[config.mk]
export PLATFORM = sky130hd
export DESIGN_NAME = pfwp_host
export DESIGN_NICKNAME = d
export VERILOG_FILES = /design/src/core/pfwp_pkg.sv /design/src/core/pfwp_host.sv
export SDC_FILE = /design/constraint.sdc
export NUM_CORES = 1
export LEC_CHECK = 0
export ABC_CLOCK_PERIOD_IN_PS = 2500
export BUFFER_PORTS_ARGS = -buffer_cell sky130_fd_sc_hd__buf_2
export CAP_MARGIN = 40
export CELL_PAD_IN_SITES_DETAIL_PLACEMENT = 1
export CELL_PAD_IN_SITES_GLOBAL_PLACEMENT = 1
export CORE_MARGIN = 1.5
export CORE_UTILIZATION = 42
export CTS_CLUSTER_DIAMETER = 120
export DETAILED_ROUTE_END_ITERATION = 8
export GPL_TIMING_DRIVEN = 0
export HOLD_SLACK_MARGIN = 0.08
export PLACE_DENSITY = 0.89
export SYNTH_ARGS = -nofsm -noshare
export SYNTH_HDL_FRONTEND = slang
export SYNTH_SLANG_ARGS = --single-unit
[constraint.sdc]
create_clock -name ref_clk -period 2.5 [get_ports ref_clk]
set_input_delay 0.5 -clock ref_clk [delete_from_list [all_inputs] [get_ports ref_clk]]
set_output_delay 0.5 -clock ref_clk [all_outputs]
set_load 0.005 [all_outputs]
[src/core/pfwp_pkg.sv]
// constants and carrier types for the parallel flash word-program host
// assumes a 50 MHz ref_clk; the flash sits on plain pins outside this clock
package pfwp_pkg;
	localparam int ADDR_W = 21;
	localparam int DATA_W = 16;
	localparam int CLK_MHZ = 50;
	// pin timing in ns (program time in us), and the cycle counts derived from them (rounded up)
	localparam int T_STROBE_NS = 40;
	localparam int T_ACCESS_NS = 80;
	localparam int T_SETUP_NS = 20;
	localparam int T_PROG_US = 10;
	localparam logic [3:0] STROBE_CYC = 4'((T_STROBE_NS * CLK_MHZ + 999) / 1000);
	localparam logic [3:0] ACCESS_CYC = 4'((T_ACCESS_NS * CLK_MHZ + 999) / 1000);
	localparam logic [3:0] SETUP_CYC = 4'((T_SETUP_NS * CLK_MHZ + 999) / 1000);
	localparam logic [9:0] PROG_CYC = 10'(T_PROG_US * CLK_MHZ);
	localparam int CNT_W = 10;
	// unlock sequence
	localparam logic [ADDR_W-1:0] UNLOCK_A1 = 21'h000555;
	localparam logic [ADDR_W-1:0] UNLOCK_A2 = 21'h0002AA;
	localparam logic [DATA_W-1:0] UNLOCK_D1 = 16'h00AA;
	localparam logic [DATA_W-1:0] UNLOCK_D2 = 16'h0055;
	localparam logic [DATA_W-1:0] PROG_CMD = 16'h00A0;
	localparam int POLL_BIT = 7;
	localparam int TOGGLE_BIT = 6;
	localparam logic [1:0] WR_LAST = 2'h3;

	typedef struct packed {
		logic [ADDR_W-1:0] addr;
		logic [DATA_W-1:0] data;
	} pfwp_word_t;

	// flash pins driven by the host
	typedef struct packed {
		logic chip_sel_n;
		logic out_gate_n;
		logic wr_strobe_n;
		logic reset_n;
		logic wr_prot_n;
	} pfwp_ctl_t;

	typedef enum logic [2:0] {
		PFWP_IDLE = 3'h0,
		PFWP_WSET = 3'h1,
		PFWP_WLOW = 3'h3,
		PFWP_WHOLD = 3'h2,
		PFWP_POLL = 3'h6,
		PFWP_RLOW = 3'h7,
		PFWP_RDONE = 3'h5,
		PFWP_RST = 3'h4
	} pfwp_state_t;
endpackage

[src/core/pfwp_host.sv]
// host-side controller that reads and word-programs the parallel flash
// assumes the flash answers on data_pins inside ACCESS_CYC of both enables low
`timescale 1ns/1ps
module pfwp_host (
	// clock and control
	input wire logic ref_clk,
	input wire logic reset,
	input wire logic clk_en,
	// user request side
	input wire logic req_valid,
	input wire logic req_write,
	input wire logic req_abort,
	input wire logic wp_hold_n,
	input wire pfwp_pkg::pfwp_word_t req_word,
	output logic req_ready,
	output logic rsp_valid,
	output logic [pfwp_pkg::DATA_W-1:0] rsp_data,
	output logic prog_timeout,
	// flash pins
	output logic [pfwp_pkg::ADDR_W-1:0] top_address_line,
	output pfwp_pkg::pfwp_ctl_t flash_ctl,
	input wire logic [pfwp_pkg::DATA_W-1:0] data_pins_in,
	output logic [pfwp_pkg::DATA_W-1:0] data_pins_out,
	output logic data_pins_oe
);
	pfwp_pkg::pfwp_state_t st_reg, st_next;
	pfwp_pkg::pfwp_word_t word_reg, word_next;
	pfwp_pkg::pfwp_ctl_t ctl_reg, ctl_next;
	logic [pfwp_pkg::ADDR_W-1:0] addr_reg, addr_next;
	logic [pfwp_pkg::DATA_W-1:0] dout_reg, dout_next, rdat_reg, rdat_next;
	logic [pfwp_pkg::DATA_W-1:0] prev_reg, prev_next;
	logic oe_reg, oe_next, wr_reg, wr_next, poll_reg, poll_next;
	logic rv_reg, rv_next, to_reg, to_next, first_reg, first_next;
	logic rdy_reg, rdy_next;
	logic [1:0] wcnt_reg, wcnt_next;
	logic [3:0] cnt_reg, cnt_next;
	logic [pfwp_pkg::CNT_W-1:0] pt_reg, pt_next;
	logic [pfwp_pkg::DATA_W-1:0] din_s1, din_s2;

	// two-flop sync of the pins; first stage feeds only the second
	always_ff @(posedge ref_clk) begin
		if (clk_en) begin
			din_s1 <= data_pins_in;
			din_s2 <= din_s1;
		end
	end

	// one write cycle: pick the word for the current step of the sequence
	function automatic pfwp_pkg::pfwp_word_t seq_word(input logic [1:0] n,
		input pfwp_pkg::pfwp_word_t w);
		pfwp_pkg::pfwp_word_t r;
		r = w;
		unique case (n)
			2'h0: r = '{pfwp_pkg::UNLOCK_A1, pfwp_pkg::UNLOCK_D1};
			2'h1: r = '{pfwp_pkg::UNLOCK_A2, pfwp_pkg::UNLOCK_D2};
			2'h2: r = '{pfwp_pkg::UNLOCK_A1, pfwp_pkg::PROG_CMD};
			2'h3: r = w;
		endcase
		return r;
	endfunction

	// next-state logic for the pin sequencer
	always_comb begin
		st_next = st_reg;
		word_next = word_reg;
		ctl_next = ctl_reg;
		addr_next = addr_reg;
		dout_next = dout_reg;
		rdat_next = rdat_reg;
		prev_next = prev_reg;
		oe_next = oe_reg;
		wr_next = wr_reg;
		poll_next = poll_reg;
		rv_next = 1'b0;
		to_next = to_reg;
		first_next = first_reg;
		wcnt_next = wcnt_reg;
		cnt_next = (cnt_reg != 4'h0) ? cnt_reg - 4'h1 : 4'h0;
		pt_next = (pt_reg != '0) ? pt_reg - 10'h001 : '0;
		ctl_next.wr_prot_n = (st_reg == pfwp_pkg::PFWP_IDLE) ?
			wp_hold_n : ctl_reg.wr_prot_n; // steady through a sequence
		unique case (st_reg)
			pfwp_pkg::PFWP_IDLE: begin
				if (req_valid) begin
					word_next = req_word;
					wr_next = req_write;
					wcnt_next = 2'h0;
					to_next = 1'b0;
					if (req_write) begin
						// flash sector must already be blank
						{addr_next, dout_next} = seq_word(2'h0, req_word);
						oe_next = 1'b1;
						st_next = pfwp_pkg::PFWP_WSET;
					end else begin
						addr_next = req_word.addr;
						oe_next = 1'b0;
						st_next = pfwp_pkg::PFWP_RLOW;
						ctl_next.chip_sel_n = 1'b0; // both low to read
						ctl_next.out_gate_n = 1'b0;
					end
					// a read waits the access time plus the two sync stages
					cnt_next = req_write ? pfwp_pkg::SETUP_CYC :
						pfwp_pkg::ACCESS_CYC + 4'h2;
				end
			end
			pfwp_pkg::PFWP_WSET: begin
				// address settles, then select and strobe drop
				ctl_next.out_gate_n = 1'b1;
				ctl_next.chip_sel_n = 1'b0;
				if (cnt_reg == 4'h0) begin
					ctl_next.wr_strobe_n = 1'b0;
					cnt_next = pfwp_pkg::STROBE_CYC;
					st_next = pfwp_pkg::PFWP_WLOW;
				end
			end
			pfwp_pkg::PFWP_WLOW: begin
				// strobe rises first, data stays held past it
				if (cnt_reg == 4'h0) begin
					ctl_next.wr_strobe_n = 1'b1;
					cnt_next = pfwp_pkg::SETUP_CYC;
					st_next = pfwp_pkg::PFWP_WHOLD;
				end
			end
			pfwp_pkg::PFWP_WHOLD: begin
				if (cnt_reg == 4'h0) begin
					ctl_next.chip_sel_n = 1'b1; // deselect between writes
					oe_next = 1'b0;
					if (wcnt_reg == pfwp_pkg::WR_LAST) begin
						// program runs; no writes until done
						pt_next = pfwp_pkg::PROG_CYC;
						first_next = 1'b1;
						cnt_next = pfwp_pkg::SETUP_CYC;
						st_next = pfwp_pkg::PFWP_POLL;
					end else begin
						wcnt_next = wcnt_reg + 2'h1;
						{addr_next, dout_next} = seq_word(wcnt_reg + 2'h1,
							word_reg);
						oe_next = 1'b1;
						cnt_next = pfwp_pkg::SETUP_CYC;
						st_next = pfwp_pkg::PFWP_WSET;
					end
				end
			end
			pfwp_pkg::PFWP_POLL: begin
				// status read at the target address
				if (cnt_reg == 4'h0) begin
					addr_next = word_reg.addr;
					ctl_next.chip_sel_n = 1'b0;
					ctl_next.out_gate_n = 1'b0;
					// din_s2 lags the pins by two edges, so wait them out
					cnt_next = pfwp_pkg::ACCESS_CYC + 4'h2;
					poll_next = 1'b1;
					st_next = pfwp_pkg::PFWP_RLOW;
				end
			end
			pfwp_pkg::PFWP_RLOW: begin
				if (cnt_reg == 4'h0 && !(st_reg == pfwp_pkg::PFWP_RLOW &&
					ctl_reg.chip_sel_n)) begin
					rdat_next = din_s2;
					ctl_next.chip_sel_n = 1'b1; // release bus
					ctl_next.out_gate_n = 1'b1;
					st_next = pfwp_pkg::PFWP_RDONE;
				end
			end
			pfwp_pkg::PFWP_RDONE: begin
				if (!poll_reg) begin
					rv_next = 1'b1;
					st_next = pfwp_pkg::PFWP_IDLE;
				end else if (rdat_reg[pfwp_pkg::POLL_BIT] ==
					word_reg.data[pfwp_pkg::POLL_BIT] && !first_reg &&
					rdat_reg[pfwp_pkg::TOGGLE_BIT] ==
					prev_reg[pfwp_pkg::TOGGLE_BIT]) begin
					// true data and toggle stopped: program done
					poll_next = 1'b0;
					rv_next = 1'b1;
					st_next = pfwp_pkg::PFWP_IDLE;
				end else if (pt_reg == '0) begin
					// overran the bounded program time
					to_next = 1'b1;
					poll_next = 1'b0;
					rv_next = 1'b1;
					st_next = pfwp_pkg::PFWP_RST;
					ctl_next.reset_n = 1'b0;
					cnt_next = pfwp_pkg::STROBE_CYC;
				end else begin
					prev_next = rdat_reg;
					first_next = 1'b0;
					cnt_next = pfwp_pkg::SETUP_CYC;
					st_next = pfwp_pkg::PFWP_POLL;
				end
			end
			pfwp_pkg::PFWP_RST: begin
				// pulse the reset pin to put the device back in read
				if (cnt_reg == 4'h0) begin
					ctl_next.reset_n = 1'b1;
					st_next = pfwp_pkg::PFWP_IDLE;
				end
			end
		endcase
		if (req_abort && st_reg != pfwp_pkg::PFWP_RST) begin
			ctl_next = '{1'b1, 1'b1, 1'b1, 1'b0, ctl_reg.wr_prot_n};
			oe_next = 1'b0;
			poll_next = 1'b0;
			cnt_next = pfwp_pkg::STROBE_CYC;
			st_next = pfwp_pkg::PFWP_RST;
		end
		// ready is registered from the next state so the port is a flop
		rdy_next = (st_next == pfwp_pkg::PFWP_IDLE);
	end

	// register stage; clock enable freezes everything
	always_ff @(posedge ref_clk) begin
		if (reset) begin
			st_reg <= pfwp_pkg::PFWP_IDLE;
			word_reg <= '0;
			ctl_reg <= '{1'b1, 1'b1, 1'b1, 1'b1, 1'b1};
			addr_reg <= '0;
			dout_reg <= '0;
			rdat_reg <= '0;
			prev_reg <= '0;
			oe_reg <= 1'b0;
			wr_reg <= 1'b0;
			poll_reg <= 1'b0;
			rv_reg <= 1'b0;
			to_reg <= 1'b0;
			first_reg <= 1'b0;
			wcnt_reg <= 2'h0;
			cnt_reg <= 4'h0;
			pt_reg <= '0;
			rdy_reg <= 1'b1;
		end else if (clk_en) begin
			st_reg <= st_next;
			word_reg <= word_next;
			ctl_reg <= ctl_next;
			addr_reg <= addr_next;
			dout_reg <= dout_next;
			rdat_reg <= rdat_next;
			prev_reg <= prev_next;
			oe_reg <= oe_next;
			wr_reg <= wr_next;
			poll_reg <= poll_next;
			rv_reg <= rv_next;
			to_reg <= to_next;
			first_reg <= first_next;
			wcnt_reg <= wcnt_next;
			cnt_reg <= cnt_next;
			pt_reg <= pt_next;
			rdy_reg <= rdy_next;
		end
	end

	// outputs straight from flops
	assign req_ready = rdy_reg;
	assign rsp_valid = rv_reg;
	assign rsp_data = rdat_reg;
	assign prog_timeout = to_reg;
	assign top_address_line = addr_reg;
	assign flash_ctl = ctl_reg;
	assign data_pins_out = dout_reg;
	assign data_pins_oe = oe_reg;

	// never drive data while the device may drive it
	AST_NO_CONTENTION: assert property (@(posedge ref_clk) disable iff (reset)
		!(data_pins_oe && !flash_ctl.out_gate_n))
		else $error("data driven while output gate low");
	// write strobe only falls with chip select low
	AST_WR_WITH_SEL: assert property (@(posedge ref_clk) disable iff (reset)
		$fell(flash_ctl.wr_strobe_n) |-> !flash_ctl.chip_sel_n)
		else $error("write strobe without chip select");
	// data held through the rising strobe edge
	AST_DATA_HELD: assert property (@(posedge ref_clk) disable iff (reset)
		$rose(flash_ctl.wr_strobe_n) |-> data_pins_oe &&
		$stable(data_pins_out) && !flash_ctl.chip_sel_n)
		else $error("write data not held at strobe rise");
	// no write strobe while polling a running program
	AST_NO_CMD_IN_PROG: assert property (@(posedge ref_clk)
		disable iff (reset)
		poll_reg |-> flash_ctl.wr_strobe_n)
		else $error("command issued during program");
	// write protect steady during a sequence
	AST_WP_STEADY: assert property (@(posedge ref_clk) disable iff (reset)
		(st_reg != pfwp_pkg::PFWP_IDLE && clk_en) |=>
		$stable(flash_ctl.wr_prot_n))
		else $error("write protect moved mid-sequence");
	// output gate never opens on an unselected device
	AST_GATE_WITH_SEL: assert property (@(posedge ref_clk)
		disable iff (reset)
		!flash_ctl.out_gate_n |-> !flash_ctl.chip_sel_n)
		else $error("output gate low without chip select");
	// a program overrun always comes with a reset pin pulse
	AST_TIMEOUT_PULSE: assert property (@(posedge ref_clk)
		disable iff (reset)
		$rose(prog_timeout) |-> !flash_ctl.reset_n)
		else $error("timeout without reset pulse");
endmodule

# Word-level counts from Yosys, hierarchy flattened
# Index checks and enable logic that the tools add are counted.
# totals
reg_bits	159
out_inout_bits	62
wordCells	190
# classes
n_addsub	3
n_eq_ne	35
muxes	86
bitwise	3
n_reduce_logical	40
# op_table
op	n
$pmux 37 s4	1
$mux 21	5
$mux 16	4
$pmux 21 s3	1
$mux 10	4
$mux 3	13
$mux 4	8
$pmux 16 s2	1
$reduce_and 6->1	5
$mux 1	28
$ne 3x3->1 const B	9
$pmux 3 s8	1
$ne 2x2->1 const B	10
$pmux 4 s5	1
$mux 2	9
$reduce_bool 3->1	5
$reduce_and 7->1	2
$eq 3x3->1 const B	4
$pmux 1 s2	6
$reduce_and 3->1	4
$logic_not 10->1	1
$reduce_and 5->1	2
$reduce_bool 10->1	1
$sub 10x1->10 const B	1
25 further kinds	41

# Logic depth before layout (Yosys ltp)
# Gate-level depths: netlist of run 1.
# logic_depth
depth_word	8
depth_mapped	10
mapped_depth_nobuf	7

# Worst setup path after synthesis of run 1
# No wires, ideal clock.
# synth_path
kind	flip-flop to flip-flop
start	register cnt_reg[0]
end	register rdat_reg (netlist bit rsp_data[10])
setup_ns	0.128
t_arrival_ns	1.989
path_slack_ns	0.383
path_stages_with_launch	10
path_buffers	2
cell_sequence	dfxtp_1 clkbuf_1 inv_1 ha_1 nor3b_4 nand2_2 nor4_4 buf_6 mux2i_1 nor2_1
# synth_between
elab_chain_cells	3
# synth_rtl
item	line_no	rtl
from (decl)	pfwp_host.sv:36	logic [3:0] cnt_reg, cnt_next;
from (signal assigned)	pfwp_host.sv:246	cnt_reg <= cnt_next;
$logic_not 4->1	pfwp_host.sv:157	if (cnt_reg == 4'h0 && !(st_reg == pfwp_pkg::PFWP_RLOW &&
$logic_and 1x1->1	pfwp_host.sv:157	
$reduce_and 3->1 (no line)	--	
to (signal assigned)	pfwp_host.sv:237	rdat_reg <= rdat_next;
to (decl)	pfwp_host.sv:30	logic [pfwp_pkg::DATA_W-1:0] dout_reg, dout_next, rdat_reg, rdat_next;
# Every way passes these cells.
# A chain may end at the register's enable or synchronous reset.

# Worst setup path in the final report of run 1
# layout_path
start	register cnt_reg[0]
end	register addr_reg (netlist bit top_address_line[13])
# layout_between
elab_chain_cells	3
word_cells_on_any_way	4
# layout_rtl
item	line_no	rtl
$logic_not 4->1 (*)	pfwp_host.sv:125, pfwp_host.sv:146	
$ne 2x2->1 (no line)	--	
$reduce_and 6->1 (no line) (*)	--	
to (signal assigned)	pfwp_host.sv:235	addr_reg <= addr_next;
to (decl)	pfwp_host.sv:29	logic [pfwp_pkg::ADDR_W-1:0] addr_reg, addr_next;
# Every way passes the cells marked *; elsewhere a longest branch is shown, timed or not.

==> results.sh, run 1 <==
export IMPL_worstSetupStartpointType="flip-flop"
export IMPL_synth_top_flop_cell="dfxtp_1"
export IMPL_die_height_um=129
export IMPL_netlist_top_cells_area="dfxtp_1 (36%), edfxtp_1 (14%), nand2_1 (7.5%)"
export IMPL_timing_critical_path_arrival_ps=2710
export IMPL_syn_mean_instance_area_sq_um=8.87
export IMPL_io_buffer_count=119
export IMPL_critical_path_class="flip-flop to flip-flop"
export IMPL_post_synth_top_area_share_pct=36.3
export IMPL_report_final_setup_viol=0
export IMPL_antenna_found_initial=0
export IMPL_post_route_period_util_pct=96.6
export IMPL_start_util_pct=43.4
export IMPL_cts_buffers_inserted=17
export IMPL_synthDominantAreaCellType="dfxtp_1"
export IMPL_worst_endpoint_required_ps=2800
export IMPL_worstMarginPinSlew_ps=878
export IMPL_diodes_inserted=0
export IMPL_fmaxAchievable_ghz=0.414
export IMPL_post_layout_minimum_cycle_time_ps=2420
export IMPL_gp_routability_congestion=0.897
export IMPL_synth_enable_flop_cells=32
export IMPL_drt_pass1_iter_count=5
export IMPL_grt_pass1_wl_mm=35.6
export IMPL_dieWidth_um=129
export IMPL_tritoncts_clock_tree="done"
export IMPL_async_reset_ff_share_pct=0
export IMPL_timing_final_hold_violations=0
export IMPL_largest_register_ffs=37
export IMPL_hold_buffers=0
export IMPL_design_die_area_sq_um=16600
export IMPL_dr_total_vias=6467
export IMPL_setup_slack_ps=84.3
export IMPL_slew_headroom_pct=41.2
export IMPL_grt_start_max_net_pins=34
export IMPL_most_common_cell_in_the_synthesized_netlist="nand2_1"
export IMPL_status="complete, no violations"
export IMPL_synth_cell_area_sq_um=6670
export IMPL_yosysWarningCount=0
export IMPL_number_of_design_rule_violations_left_after_detail_routing=0
export IMPL_ctsLongestPathBuffers=2
export IMPL_clk_root_buffer_cell="clkbuf_16"
export IMPL_nets=962
export IMPL_report_power_total_mw=7.36
export IMPL_final_total_negative_setup_slack_ps=0
export IMPL_grt_use_total_pct=28.2
export IMPL_post_cts_clock_slew_at_the_launch_and_capture_registers_of_the_worst_setup_and_hold_paths_ps=70
export IMPL_synth_seq_cells=153
export IMPL_post_drt_via_cell_ratio=5.77
export IMPL_cts_max_level=4
export IMPL_fin_util_pct=53.8
export IMPL_post_synth_num_cell_types=71
export IMPL_ys_seq_area_share_pct=50.7
export IMPL_first_global_vias=6575
export IMPL_clock_sink_count=153
export IMPL_hold_path_class="primary input to flip-flop"
export IMPL_count_of_pins_on_the_block_boundary=122
export IMPL_detailedPlace_worstSlack_ps=-758
export IMPL_drtAntennaViolNets=0
export IMPL_clk_insertion_delay_late_ps=440
export IMPL_syn_num_nets=818
export IMPL_leakagePower_nw=3.26
export IMPL_postSynthCellCount=752
export IMPL_report_final_slew_viol_count=0
export IMPL_wire_per_inst_um=20.5
export IMPL_grt_overflow=0
export IMPL_hold_path_depth=1
export IMPL_syn2layout_area_growth_pct=24.0
export IMPL_synth_cells_most_frequent="nand2_1 (133), dfxtp_1 (121), a21oi_1 (88)"
export IMPL_r2r_cells=9
export IMPL_worst_path_max_fanout=10
export IMPL_finalWirelength_mm=23.0
export IMPL_power_per_cell_area_nw_per_um2=890
export IMPL_numPlacedInstances=1083
export IMPL_timing_critical_path_to_type="flip-flop"
export IMPL_worst_ir_drop_vdd_mv=0.815
export IMPL_final_cells=1120
export IMPL_drtIter0Drc=454
export IMPL_layout_cells_sized_above_1_pct=22.3
export IMPL_clock_skew_ps=10.7
export IMPL_hpwlAfterDp_mm=15.2
export IMPL_floorplan_rows=45
export IMPL_max_cap_violations=0
export IMPL_core_sq_um=15400
critical path, stage by stage (launching register included):
cell and delay (ps):
dfxtp_1 300, clkbuf_1 190, inv_1 150, ha_1 190, nor3b_4 270, a21oi_1 180
or3_4 420, buf_2 230, a221oi_1 260, nor3_1 80
what timing repair did:
item | 4_1_cts | 5_1_grt
setup buffers | 4 | 2
setup endpoints to repair | 45 | 25
gates resized for setup | 4 | 8
pin swaps | 2 | 1
placed cells by master, fill, tap and decap left out, drive strengths merged, types with 5 or more instances in the layout:
cell type / instances
buf: 152
a22oi: 5
nand3: 22
o21ai: 32
clkbuf: 49
mux2i: 18
ha: 6
o311ai: 7
a211oi: 8
nor4: 6
nor3: 22
a31oi: 6
nand2b: 12
a21oi: 89
dfxtp: 121
inv: 17
a221oi: 10
o31ai: 5
nor2b: 8
edfxtp: 32
nand2: 134
nor2: 67
cell families after synthesis:
family	count (synthesis)	share of synthesized area, %
buf+inv	67	4.56
flops	153	50.7
simple gates	303	21.4
compound gates	199	18.7
mux	19	2.87
xor+xnor	5	0.657
fa+ha+maj	6	1.13
cell type report:
class                      instances  area (sq um)
fill                            1803          7100
sequential                       153          3380
multi-input combinational        532          3010
timing repair buffer             126           652
clock buffer                      21           482
tap                              211           264
buffer                            54           259
clock inverter                    11           178
inverter                          12          45.0
layer usage:
metal / up-vias / track usage [%] / part of all wire, %
li1: 2978 / - / -
met1: 3203 / 33.6 / 42
met2: 236 / 48.5 / 50
met3: 50 / 8.34 / 6.4
met4: 0 / 9.78 / 2.4
met5: - / 0 / 0
metrics by stage:
stage	cell area [sq um]	hold slack, ps
floorplan	6670	400
global placement	7530	401
detailed placement	7540	406
CTS	8240	222
global route	8270	217
finish	8270	237
power by group:
group	switching, mW	internal, mW
Clock	1.12	1.80
Sequential	0.168	2.74
Combinational	0.952	0.583
Total	2.24	5.12
worst paths after layout:
path / start / to / slack (ps)
max reg2reg: cnt_reg[0] / top_address_line[13] / 80
min reg2reg: din_s1[14] / din_s2[14] / 420
min: data_pins_in[11] / din_s1[11] / 240
max: cnt_reg[0] / top_address_line[13] / 80
No activity file was read; power rests on OpenSTA's default activity.
==> inputs of run 2 (changes only) <==
Settings changed: CORE_ASPECT_RATIO set to 0.6.
==> results.sh, run 2 (synthesized netlist as in run 1, its figures left out) <==
export IMPL_status="complete, no violations"
export IMPL_clk_root_buffer_cell="clkbuf_16"
export IMPL_worst_endpoint_required_ps=2810
export IMPL_m1WireLength_mm=10.6
export IMPL_diodes_inserted=0
export IMPL_total_length_of_routed_met3_wires_mm=2.31
export IMPL_drtAntennaViolNets=0
export IMPL_largest_register_ffs=37
export IMPL_post_route_period_util_pct=96.5
export IMPL_worst_ir_drop_vdd_mv=0.416
export IMPL_grt_use_total_pct=28.3
export IMPL_antenna_found_initial=0
export IMPL_slew_headroom_pct=40.9
export IMPL_critical_path_class="flip-flop to flip-flop"
export IMPL_die_height_um=101
export IMPL_post_cts_clock_slew_at_the_launch_and_capture_registers_of_the_worst_setup_and_hold_paths_ps=70
export IMPL_setup_slack_ps=86.6
export IMPL_dr_total_vias=6560
export IMPL_detailedPlace_worstSlack_ps=-773
export IMPL_core_sq_um=15400
export IMPL_timing_final_hold_violations=0
export IMPL_hold_buffers=0
export IMPL_report_final_slew_viol_count=0
export IMPL_r2r_cells=11
export IMPL_syn2layout_area_growth_pct=23.3
export IMPL_final_total_negative_setup_slack_ps=0
export IMPL_dr_wl_met2_mm=10.4
export IMPL_power_per_cell_area_nw_per_um2=866
export IMPL_finalWirelength_mm=23.7
export IMPL_crit_path_top_delay_cell="dfxtp_1"
export IMPL_hold_path_depth=1
export IMPL_path_common_cell="buf_4"
export IMPL_layout_cells_sized_above_1_pct=22.9
export IMPL_timing_critical_path_arrival_ps=2720
export IMPL_nets=963
export IMPL_critPathBufInv=5
export IMPL_report_final_setup_viol=0
export IMPL_wire_per_inst_um=21.3
export IMPL_max_stage_delay_ps=400
export IMPL_fmaxAchievable_ghz=0.414
export IMPL_dieWidth_um=166
export IMPL_worstSetupStartpointType="flip-flop"
export IMPL_most_common_cell_after_layout_fill_and_taps_aside="buf_2"
export IMPL_worstPathCellList="inv_2 -> ha_1 -> nor3b_4 -> buf_4 -> buf_4 -> nand2_2 -> nor4_4 -> buf_4 -> buf_6 -> mux2i_2 -> nor2_1"
export IMPL_cts_max_level=4
export IMPL_ctsLongestPathBuffers=2
export IMPL_layout_cell_area_non_filler_sq_um=8220
export IMPL_top_sig_layer="met4"
export IMPL_worstMarginPinSlew_ps=883
export IMPL_count_of_pins_on_the_block_boundary=122
export IMPL_tritoncts_clock_tree="done"
export IMPL_worst_path_max_fanout=10
export IMPL_timing_hold_ws_ps=233
export IMPL_max_cap_violations=0
export IMPL_clk_insertion_delay_late_ps=440
export IMPL_leakagePower_nw=3.24
export IMPL_drt_pass1_iter_count=5
export IMPL_grt_start_max_net_pins=34
export IMPL_cts_buffers_inserted=17
export IMPL_critPathTopFamily="buffers and inverters"
export IMPL_grt_pass1_wl_mm=36.5
export IMPL_post_layout_minimum_cycle_time_ps=2410
export IMPL_report_power_total_mw=7.12
export IMPL_first_global_vias=6615
export IMPL_placedInstanceArea_sq_um=7530
export IMPL_critical_path_cell_count=11
export IMPL_number_of_design_rule_violations_left_after_detail_routing=0
export IMPL_io_buffer_count=119
export IMPL_hpwlAfterDp_mm=16.3
export IMPL_gp_routability_congestion=0.924
export IMPL_mostFrequentLayoutCells="buf_2 (136), nand2_1 (133), dfxtp_1 (121), a21oi_1 (88), nor2_1 (66)"
export IMPL_clock_sink_count=153
export IMPL_drtIter0Drc=675
export IMPL_fillers=1839
export IMPL_grt_overflow=0
export IMPL_timing_critical_path_to_type="flip-flop"
export IMPL_start_util_pct=43.3
export IMPL_post_drt_via_cell_ratio=5.89
export IMPL_hold_path_class="primary input to flip-flop"
export IMPL_floorplan_rows=35
export IMPL_clock_skew_ps=13.5
export IMPL_design_die_area_sq_um=16700
[run 2: cell types whose count changed in the layout (fill, tap and decap cells not counted), sizes merged]
cell | previous run | this run
bufinv | 4 | 0
inv | 17 | 21
buf | 152 | 153
clkbuf | 49 | 45
clkinv | 2 | 6
[run 2: worst paths after layout]
check | slack (ps) | end | start
worst min-delay path | 230 | din_s1[13] | data_pins_in[13]
worst max register to register | 90 | rsp_data[8] | cnt_reg[0]
worst max-delay path | 90 | rsp_data[8] | cnt_reg[0]
worst min register to register | 420 | din_s2[7] | din_s1[7]
[run 2: per-stage QoR]
step	std cells	util, %
after global routing	1113	53.4
final	1113	53.4
after global placement	1074	48.8
after CTS	1109	53.0
after floorplan	752	-
after detailed placement	1075	48.8
[run 2: final cells by class]
type | count | area, sq um | area share [%]
sequential | 153 | 3380 | 41.1
clock buffer | 17 | 425 | 5.17
clock inverter | 15 | 186 | 2.27
inverter | 12 | 45.0 | 0.548
multi-input combinational | 532 | 3000 | 36.5
tap | 203 | 254 | 3.09
timing repair buffer | 129 | 674 | 8.20
buffer | 52 | 251 | 3.06
[run 2: repair_timing]
action,4_1_cts,5_1_grt
pin swaps,1,3
resized for setup,3,8
setup buffers,4,5
setup endpoints to repair,48,57
[run 2: metal layers]
layer / GRT usage, % / vias to the layer above
met4: 9.08 / 0
li1: - / 2981
met2: 43.4 / 326
met5: 0 / -
met3: 8.21 / 42
met1: 38.6 / 3211
[run 2: power breakdown]
| group | leakage [nW] | switching [mW] | internal [mW] |
|---|---|---|---|
| clock network | 0.298 | 1.29 | 1.37 |
| logic | 1.64 | 0.975 | 0.580 |
| registers | 1.30 | 0.168 | 2.74 |
| total | 3.24 | 2.44 | 4.69 |
